File: config.mk
export PLATFORM = sky130hd
export DESIGN_NAME = ch23_cfg
export DESIGN_NICKNAME = d
export VERILOG_FILES = /design/src/hdl/ch23_divider.v /design/src/hdl/ch23_cfg.v
export VERILOG_INCLUDE_DIRS = /design/src /design/src/hdl
export SDC_FILE = /design/constraint.sdc
export NUM_CORES = 1
export LEC_CHECK = 0
export BUFFER_PORTS_ARGS = -buffer_cell sky130_fd_sc_hd__buf_4
export CAP_MARGIN = 40
export CORE_MARGIN = 1
export CORE_UTILIZATION = 35
export CTS_BUF_LIST = sky130_fd_sc_hd__clkbuf_16
export CTS_CLUSTER_SIZE = 28
export DETAILED_ROUTE_END_ITERATION = 10
export SLEW_MARGIN = 20
export SYNTH_ARGS = -nofsm -noshare
export SYNTH_HDL_FRONTEND = slang
export SYNTH_SLANG_ARGS = --single-unit
export TNS_END_PERCENT = 50
File: constraint.sdc
create_clock -name i_clk -period 3.72 [get_ports i_clk]
set_clock_uncertainty 0.1 [all_clocks]
set_input_delay 0.744 -clock i_clk [delete_from_list [all_inputs] [get_ports i_clk]]
set_output_delay 0.744 -clock i_clk [all_outputs]
set_load 0.01 [all_outputs]
File: src/hdl/ch23_cfg_regs.vh
// Purpose: register map constants for the channel 2/3 configuration block
// Assumes: 32-bit AXI4-Lite data, one aligned word per register
// Notes: printed offsets are register indices; byte address is index * 4
`ifndef CH23_CFG_REGS_VH
`define CH23_CFG_REGS_VH

`define CH3_CTL_INDEX 8'h23
`define CH23_DIV_INDEX 8'h24
`define CH2_CTL_INDEX 8'h22
`define CH3_CTL_ADDR 12'h08c
`define CH23_DIV_ADDR 12'h090
`define CH2_CTL_ADDR 12'h088

`define CH3_FMT_HI 6
`define CH3_FMT_LO 5
`define CH3_DRVA_HI 4
`define CH3_DRVA_LO 3
`define CH3_DRVB_HI 2
`define CH3_DRVB_LO 1
`define CH23_SRC_BIT 7

`define CH3_FMT_RST 2'h1
`define CH3_DRVA_RST 2'h2
`define CH3_DRVB_RST 2'h0
`define CH23_SRC_RST 1'h1
`define CH23_DIV_RST 8'h03

`define FMT_OFF 2'h0
`define FMT_AC_DIFF 2'h1
`define FMT_HCSL 2'h2
`define FMT_CMOS 2'h3

`define RESP_OKAY 2'h0
`define RESP_SLVERR 2'h2

`endif

File: src/hdl/ch23_divider.v
// Purpose: divides the selected channel 2/3 source clock enable by n+1
// Assumes: source arrives as a one-cycle enable pulse on i_clk
// Notes: a new ratio is compared from the next source pulse; the count is not restarted
`timescale 1ns/100ps
`default_nettype none
module ch23_divider #(
	parameter WIDTH = 8
) (
	input wire i_clk,
	input wire i_arst_n,
	input wire i_src_en,
	input wire [WIDTH-1:0] i_div,
	output reg o_tick
);
	reg [WIDTH-1:0] count_reg;
	// stored n gives ratio n+1, so n=0 passes every source pulse
	always @(posedge i_clk or negedge i_arst_n) begin
		if (!i_arst_n) begin
			count_reg <= {WIDTH{1'b0}};
			o_tick <= 1'b0;
		end else begin
			o_tick <= 1'b0;
			if (i_src_en) begin
				if (count_reg >= i_div) begin
					count_reg <= {WIDTH{1'b0}};
					o_tick <= 1'b1;
				end else begin
					count_reg <= count_reg + {{(WIDTH-1){1'b0}}, 1'b1};
				end
			end
		end
	end
endmodule
`default_nettype wire

File: src/hdl/ch23_cfg.v
// Purpose: channel 3 driver control and shared channel 2/3 divider
// Assumes: AXI4-Lite master issues at most one read and one write at once
// Notes: synthesizer clocks arrive as enables from other logic on i_clk
//
// Summary of operation
// - channel 3 format resets to one, four modes
// - drive setting a, bits 4:3, resets to two
// - drive setting b, bits 2:1, resets to zero
// - eight-bit divider value n divides by n+1
// - one divider shared by both channels, reset three
// - source select bit picks synthesizer, resets one
//
// The AXI4-Lite slave port was chosen for this implementation.
`include "ch23_cfg_regs.vh"
`timescale 1ns/100ps
`default_nettype none
module ch23_cfg #(
	parameter DIV_WIDTH = 8
) (
	input wire i_clk,
	input wire i_arst_n,
	input wire [11:0] i_s_axi_awaddr,
	input wire i_s_axi_awvalid,
	output reg o_s_axi_awready,
	input wire [31:0] i_s_axi_wdata,
	input wire [3:0] i_s_axi_wstrb,
	input wire i_s_axi_wvalid,
	output reg o_s_axi_wready,
	output reg [1:0] o_s_axi_bresp,
	output reg o_s_axi_bvalid,
	input wire i_s_axi_bready,
	input wire [11:0] i_s_axi_araddr,
	input wire i_s_axi_arvalid,
	output reg o_s_axi_arready,
	output reg [31:0] o_s_axi_rdata,
	output reg [1:0] o_s_axi_rresp,
	output reg o_s_axi_rvalid,
	input wire i_s_axi_rready,
	input wire i_first_synth_en,
	input wire i_second_synth_en,
	output reg [1:0] o_ch3_format,
	output reg [1:0] o_ch3_drive_setting_a,
	output reg [1:0] o_ch3_drive_setting_b,
	output reg o_ch3_enable,
	output reg o_ch3_cmos,
	output reg o_ch23_source_select,
	output reg [DIV_WIDTH-1:0] o_ch23_divider,
	output reg o_ch23_tick
);
	reg [1:0] fmt_reg;
	reg [1:0] drva_reg;
	reg [1:0] drvb_reg;
	reg src_reg;
	reg [DIV_WIDTH-1:0] div_reg;
	reg [11:0] awaddr_reg;
	reg aw_held_reg;
	reg [7:0] wdata_reg;
	reg w_held_reg;
	reg wstrb_reg;
	reg src_en_reg;
	wire div_tick;
	wire do_write;
	wire [11:0] wr_addr;
	wire [7:0] wr_byte;
	wire wr_lane;
	reg [31:0] rd_word;
	reg rd_hit;

	// address and data may be taken in either order; hold until both
	assign wr_addr = aw_held_reg ? awaddr_reg : i_s_axi_awaddr;
	assign wr_byte = w_held_reg ? wdata_reg : i_s_axi_wdata[7:0];
	assign wr_lane = w_held_reg ? wstrb_reg : i_s_axi_wstrb[0];
	assign do_write = !o_s_axi_bvalid &&
		(aw_held_reg || (i_s_axi_awvalid && o_s_axi_awready)) &&
		(w_held_reg || (i_s_axi_wvalid && o_s_axi_wready));

	always @(posedge i_clk or negedge i_arst_n) begin
		if (!i_arst_n) begin
			fmt_reg <= `CH3_FMT_RST;
			drva_reg <= `CH3_DRVA_RST;
			drvb_reg <= `CH3_DRVB_RST;
			src_reg <= `CH23_SRC_RST;
			div_reg <= `CH23_DIV_RST;
			awaddr_reg <= 12'h000;
			aw_held_reg <= 1'b0;
			wdata_reg <= 8'h00;
			wstrb_reg <= 1'b0;
			w_held_reg <= 1'b0;
			o_s_axi_awready <= 1'b0;
			o_s_axi_wready <= 1'b0;
			o_s_axi_bvalid <= 1'b0;
			o_s_axi_bresp <= `RESP_OKAY;
		end else begin
			o_s_axi_awready <= !aw_held_reg && !o_s_axi_bvalid &&
				!(i_s_axi_awvalid && o_s_axi_awready);
			o_s_axi_wready <= !w_held_reg && !o_s_axi_bvalid &&
				!(i_s_axi_wvalid && o_s_axi_wready);
			if (i_s_axi_awvalid && o_s_axi_awready) begin
				awaddr_reg <= i_s_axi_awaddr;
				aw_held_reg <= 1'b1;
			end
			if (i_s_axi_wvalid && o_s_axi_wready) begin
				wdata_reg <= i_s_axi_wdata[7:0];
				wstrb_reg <= i_s_axi_wstrb[0];
				w_held_reg <= 1'b1;
			end
			if (do_write) begin
				aw_held_reg <= 1'b0;
				w_held_reg <= 1'b0;
				o_s_axi_bvalid <= 1'b1;
				o_s_axi_awready <= 1'b0;
				o_s_axi_wready <= 1'b0;
				o_s_axi_bresp <= `RESP_OKAY;
				case (wr_addr)
				`CH3_CTL_ADDR: begin
					// bits 7 and 0 have no storage
					if (wr_lane) begin
						fmt_reg <= wr_byte[`CH3_FMT_HI:`CH3_FMT_LO];
						drva_reg <= wr_byte[`CH3_DRVA_HI:`CH3_DRVA_LO];
						drvb_reg <= wr_byte[`CH3_DRVB_HI:`CH3_DRVB_LO];
					end
				end
				`CH23_DIV_ADDR: begin
					if (wr_lane) begin
						div_reg <= wr_byte[DIV_WIDTH-1:0];
					end
				end
				`CH2_CTL_ADDR: begin
					if (wr_lane) begin
						src_reg <= wr_byte[`CH23_SRC_BIT];
					end
				end
				default: begin
					o_s_axi_bresp <= `RESP_SLVERR;
				end
				endcase
			end else if (o_s_axi_bvalid && i_s_axi_bready) begin
				o_s_axi_bvalid <= 1'b0;
			end
		end
	end

	always @* begin
		rd_word = 32'h00000000;
		rd_hit = 1'b1;
		case (i_s_axi_araddr)
		`CH3_CTL_ADDR: begin
			rd_word[`CH3_FMT_HI:`CH3_FMT_LO] = fmt_reg;
			rd_word[`CH3_DRVA_HI:`CH3_DRVA_LO] = drva_reg;
			rd_word[`CH3_DRVB_HI:`CH3_DRVB_LO] = drvb_reg;
		end
		`CH23_DIV_ADDR: begin
			rd_word[DIV_WIDTH-1:0] = div_reg;
		end
		`CH2_CTL_ADDR: begin
			rd_word[`CH23_SRC_BIT] = src_reg;
		end
		default: begin
			rd_hit = 1'b0;
		end
		endcase
	end

	always @(posedge i_clk or negedge i_arst_n) begin
		if (!i_arst_n) begin
			o_s_axi_arready <= 1'b0;
			o_s_axi_rvalid <= 1'b0;
			o_s_axi_rdata <= 32'h00000000;
			o_s_axi_rresp <= `RESP_OKAY;
		end else begin
			o_s_axi_arready <= !o_s_axi_rvalid &&
				!(i_s_axi_arvalid && o_s_axi_arready);
			if (i_s_axi_arvalid && o_s_axi_arready) begin
				o_s_axi_arready <= 1'b0;
				o_s_axi_rvalid <= 1'b1;
				o_s_axi_rdata <= rd_word;
				o_s_axi_rresp <= rd_hit ? `RESP_OKAY : `RESP_SLVERR;
			end else if (o_s_axi_rvalid && i_s_axi_rready) begin
				o_s_axi_rvalid <= 1'b0;
			end
		end
	end

	// source select picks which synthesizer enable feeds the divider
	always @(posedge i_clk or negedge i_arst_n) begin
		if (!i_arst_n) begin
			src_en_reg <= 1'b0;
		end else begin
			src_en_reg <= src_reg ? i_second_synth_en : i_first_synth_en;
		end
	end

	// a single divider instance serves channels 2 and 3 alike
	ch23_divider #(
		.WIDTH(DIV_WIDTH)
	) u_div (
		.i_clk(i_clk),
		.i_arst_n(i_arst_n),
		.i_src_en(src_en_reg),
		.i_div(div_reg),
		.o_tick(div_tick)
	);

	always @(posedge i_clk or negedge i_arst_n) begin
		if (!i_arst_n) begin
			o_ch3_format <= `CH3_FMT_RST;
			o_ch3_drive_setting_a <= `CH3_DRVA_RST;
			o_ch3_drive_setting_b <= `CH3_DRVB_RST;
			o_ch3_enable <= 1'b1;
			o_ch3_cmos <= 1'b0;
			o_ch23_source_select <= `CH23_SRC_RST;
			o_ch23_divider <= `CH23_DIV_RST;
			o_ch23_tick <= 1'b0;
		end else begin
			o_ch3_format <= fmt_reg;
			o_ch3_drive_setting_a <= drva_reg;
			o_ch3_drive_setting_b <= drvb_reg;
			// drive settings mean current/load when differential, pin state when cmos
			o_ch3_enable <= (fmt_reg != `FMT_OFF);
			o_ch3_cmos <= (fmt_reg == `FMT_CMOS);
			o_ch23_source_select <= src_reg;
			o_ch23_divider <= div_reg;
			o_ch23_tick <= div_tick && (fmt_reg != `FMT_OFF);
		end
	end
endmodule
`default_nettype wire

# Yosys cells after proc, flatten, opt, wreduce, memory -nomap -nowiden
# Index checks and enable logic that the tools add are counted.
# totals
register_bits,83
input_bits,69
out_inout_bits,59
word_cells,94
# op_classes
addsub,1
magnitude_cmp,1
eq_ne,7
muxes,24
n_reduce_logical,32
# ops
cell,count
"12-bit by 8-bit == test with 1-bit output, second input constant",6
1-bit 2-to-1 mux,17
8-bit 2-to-1 mux,2
1-bit logical AND,13
12-bit 2-to-1 mux,1
6-bit one-hot mux with 2 select lines,1
2-bit nonzero test,5
3-bit AND reduction,3
"8-bit by 1-bit adder with 8-bit output, second input constant",1
8-bit greater-or-equal comparator,1
1-bit zero test,7
3-bit OR reduction,2
2-bit 2-to-1 mux,2
"2-bit == test, second input constant",1
1-bit logical OR,2
1-bit one-hot mux with 2 select lines,1

# Longest topological paths before layout
# depth
word_depth,5
mapped_depth,6
ltp_nobuf,6

# Cells and area by module
# From an unflattened synthesis, not the netlist that was laid out.
# hier_totals
cells_unflattened,306
hier_area_um2,3709.8
# modules_own_cells
mod,n_inst,cells_each,area_per_inst_um2,seq_area_each_um2
ch23_cfg,1,235,3088.0,1815.5
ch23_divider,1,71,621.8,225.2

# Worst setup path after synthesis
# Ideal clock, no wire load.
# synth_path
path_kind,input to register
from,input i_s_axi_awaddr[8]
to,register drva_reg[0]
setup_ps,125
arrival_time_ps,2146
t_required_ps,3495
setup_slack_ps,1349
cell_stages,4
path_buffers,0
cell_sequence,nor4_1 nand3b_1 a2111oi_4 mux2_2
# synth_via
elab_chain_cells,3
# synth_lines
element,line_no,rtl
start: declaration,ch23_cfg.v:22,"input wire [11:0] i_s_axi_awaddr,"
12-bit 2-to-1 mux,ch23_cfg.v:70,assign wr_addr = aw_held_reg ? awaddr_reg : i_s_axi_awaddr;
12-bit by 8-bit == test with 1-bit output,ch23_cfg.v:114,case (wr_addr)
3-bit AND reduction (no source line),--,
end signal: assignment,ch23_cfg.v:80,drva_reg <= `CH3_DRVA_RST;
end signal: assignment,ch23_cfg.v:119,drva_reg <= wr_byte[`CH3_DRVA_HI:`CH3_DRVA_LO];
end: declaration,ch23_cfg.v:51,reg [1:0] drva_reg;
# No other way between the ends.
# A chain may end at the register's enable or synchronous reset.

# Worst setup path in the final report
# layout_path
from,input i_s_axi_awaddr[8]
to,register fmt_reg[1]
# layout_via
elab_chain_cells,3
# layout_lines
element,line_no,rtl
12-bit 2-to-1 mux,ch23_cfg.v:70,
12-bit by 8-bit == test with 1-bit output,ch23_cfg.v:114,
3-bit AND reduction (no source line),--,
end signal: assignment,ch23_cfg.v:79,fmt_reg <= `CH3_FMT_RST;
end signal: assignment,ch23_cfg.v:118,fmt_reg <= wr_byte[`CH3_FMT_HI:`CH3_FMT_LO];
end: declaration,ch23_cfg.v:50,reg [1:0] fmt_reg;
# No other way between the ends.

==> load_flow_metrics.sql <==
INSERT INTO impl_metrics (metric_group, metric, value, unit) VALUES
('run_status', 'run_status', 'complete, no violations', ''),
('yosys', 'mean_area_per_synthesized_cell', '12.1', 'um^2'),
('critical_path', 'critical-path-slowest-cell', 'sky130_fd_sc_hd__a2111oi_4', ''),
('critical_path', 'worst-endpoint-required', '3.83', 'ns'),
('yosys', 'yosys_warnings', '0', ''),
('power', 'ir_drop', '0.282', 'mV'),
('drt', 'detailedRoute.firstPassIterationCount', '4', ''),
('drt', 'route.detailed.wl_per_inst', '13.6', 'um'),
('clock_tree', 'tritoncts', 'done', ''),
('floorplanning', 'rows', '37', ''),
('clock_tree', 'clk_pin_slew_worst_paths', '0.06', 'ns'),
('floorplanning', 'die-height', '105', 'um'),
('critical_path', 'setup.worst_path.start_class', 'primary input', ''),
('floorplanning', 'floorplan.die.width', '105', 'um'),
('clock_tree', 'cts_buffer_depth', '2', ''),
('sta', 'slew_at_the_pin_closest_to_its_max_slew_limit', '0.622', 'ns'),
('yosys', 'synth-async-reset-ratio', '1.00', ''),
('cells_and_area', 'largest_register_ff_count', '12', ''),
('clock_tree', 'htree_num_levels', '3', ''),
('floorplanning', 'initial_core_utilization', '0.361', ''),
('clock_tree', 'ctsRootBufferMaster', 'sky130_fd_sc_hd__clkbuf_16', ''),
('critical_path', 'critical_path_class', 'in -> reg', ''),
('placed_design', 'total_of_buffers_placed_on_input_and_output_ports', '74', ''),
('worst_hold_path', 'min_path_type', 'in -> async', ''),
('clock_tree', 'hold_buffers', '0', ''),
('cells_and_area', 'final_common_cell', 'sky130_fd_sc_hd__buf_4', ''),
('cells_and_area', 'finish.net_count', '463', ''),
('global_route', 'grt_first_pass_wirelength', '12000', 'um'),
('sta', 'final-setup-viol-count', '0', ''),
('cells_and_area', 'fillerInstances', '972', ''),
('critical_path', 'worstSetupEndpointType', 'register', ''),
('yosys', 'synth_flop_cell', 'sky130_fd_sc_hd__dfrtp_1', ''),
('placed_design', 'dp_cells', '510', ''),
('cells_and_area', 'antenna-diode-count', '0', ''),
('sta', 'min_cycle_time_layout', '2.51', 'ns'),
('cells_and_area', 'drive_gt1_frac', '0.387', ''),
('placed_design', 'final_weighted_congestion_in_routability_driven_placement', '0.751', ''),
('yosys', 'synth_enable_flop_cells', '0', ''),
('yosys', 'postSynthCellCount', '308', ''),
('clock_tree', 'cts_resized', '0', ''),
('sta', 'fin_tns_setup', '0', 'ns'),
('drt', 'detail-route-antenna-nets', '0', ''),
('global_route', 'grt_antenna_before_repair', '0', ''),
('floorplanning', 'die_area', '11100', 'um^2'),
('drt', 'route.detailed.vias_per_inst', '4.67', ''),
('sta', 'unrepaired_setup_endpoints_after_global_routing', 'no', ''),
('critical_path', 'highest_net_fanout_along_the_worst_path', '6', ''),
('global_route', 'globalRoute.totalOverflow', '0', ''),
('yosys', 'mappedNetlistArea', '3720', 'um^2'),
('sta', 'min_period_over_period', '0.673', ''),
('clock_tree', 'worst_skew_pair.late_latency', '0.33', 'ns'),
('critical_path', 'cpPeakStageDelay', '0.72', 'ns'),
('global_route', 'first_global_vias', '2398', ''),
('sta', 'finalHoldViolCount', '0', ''),
('clock_tree', 'number_of_buffers_inserted_during_clock_tree_synthesis', '9', ''),
('clock_tree', 'tritoncts_num_sinks', '81', ''),
('sta', 'slew-limit-headroom', '0.586', ''),
('critical_path', 'cp.arrival', '2.61', 'ns'),
('cells_and_area', 'final_cell_mix', 'sky130_fd_sc_hd__buf_4 (74), sky130_fd_sc_hd__dfrtp_1 (70), sky130_fd_sc_hd__mux2_2 (45)', ''),
('floorplanning', 'pin_count', '128', ''),
('critical_path', 'critical_path.top_delay_family', 'compound AO/OA/AOI/OAI gates', ''),
('drt', 'detail_route.drc_violations', '0', ''),
('floorplanning', 'placeable_core_region', '10300', 'um^2'),
('power', 'pwrdens', '530', 'nW/um^2'),
('global_route', 'globalRouteTotalUtil', '0.139', ''),
('global_route', 'maximum_number_of_pins_on_one_net_before_global_route_repair', '49', ''),
('sta', 'count_of_pins_over_their_slew_limit', '0', ''),
('drt', 'routed-via-count', '2457', ''),
('yosys', 'post_synth_num_cell_types', '51', ''),
('placed_design', 'post-dp-hpwl', '5210', 'um'),
('critical_path', 'crit_chain', 'buf_4 -> nor4_1 -> nand3b_1 -> a2111oi_4 -> mux2_2', '');
worst paths after layout:
path	start	endpoint	slack, ns	cells after the start
setup / recovery	i_s_axi_awaddr[8]	fmt_reg[1]	1.21	5
hold / removal	i_arst_n	o_s_axi_arready	0.27	1
setup reg to reg	w_held_reg	fmt_reg[1]	1.27	4
hold reg to reg	drva_reg[1]	o_ch3_drive_setting_a[1]	0.28	0
max in group asynchronous	i_arst_n	src_reg	2.61	2
min in group i_clk	drva_reg[1]	o_ch3_drive_setting_a[1]	0.28	0
stage by stage:
stage / worst slack, ns / hold WS (ns) / power (uW) / instance area, um^2
3_3_place_gp: 0.843 / 0.266 / 1600 / 4310
2_1_floorplan: 1.35 / 0.259 / 1490 / 3820
3_5_place_dp: 0.823 / 0.267 / 1620 / 4340
5_1_grt: 1.12 / 0.285 / 2590 / 4630
4_1_cts: 1.18 / 0.263 / 2490 / 4630
6_report: 1.21 / 0.267 / 2450 / 4630
layout make-up:
cell class	instances	area, um^2	area share
clock inverter	7	62.6	0.0135
clock buffer	9	225	0.0487
tap	136	170	0.0368
timing repair buffer	76	588	0.127
multi-input combinational	203	1490	0.321
inverter	14	52.6	0.0114
sequential	81	2040	0.441
routing by layer:
layer / part of all wire / global-route usage
met5: 0 / 0
met4: 0.0064 / 0.0453
met1: 0.47 / 0.186
met2: 0.46 / 0.219
met3: 0.058 / 0.0381
cells in the mapped netlist, drive strengths merged, types with 5 or more instances:
library cell / instances / share of area
mux2: 45 / 0.14
nand2: 23 / 0.024
o21ai: 6 / 0.0081
and2: 5 / 0.0084
clkbuf: 6 / 0.0060
dfrtp: 70 / 0.47
inv: 14 / 0.014
nand4: 14 / 0.024
buf: 29 / 0.058
nor2: 12 / 0.012
dfstp: 11 / 0.078
ha: 9 / 0.030
a21oi: 9 / 0.012
nand3: 9 / 0.012
power breakdown:
part / total (uW) / internal [uW] / leakage [uW] / switching, uW
Sequential: 1150 / 1030 / 0.00102 / 119
Combinational: 453 / 255 / 0.000978 / 198
Clock: 844 / 513 / 0.000146 / 331
Total: 2450 / 1800 / 0.00214 / 647
logic make-up after synthesis:
group           after synthesis  share of synthesized area
compound gates               31                     0.0665
xor+xnor                      4                    0.00941
fa+ha+maj                     9                     0.0302
buf+inv                      49                     0.0780
flops                        81                      0.548
mux                          46                      0.139
other cells                   1                    0.00101
simple gates                 87                      0.128
(Power assumes the default switching activity.)
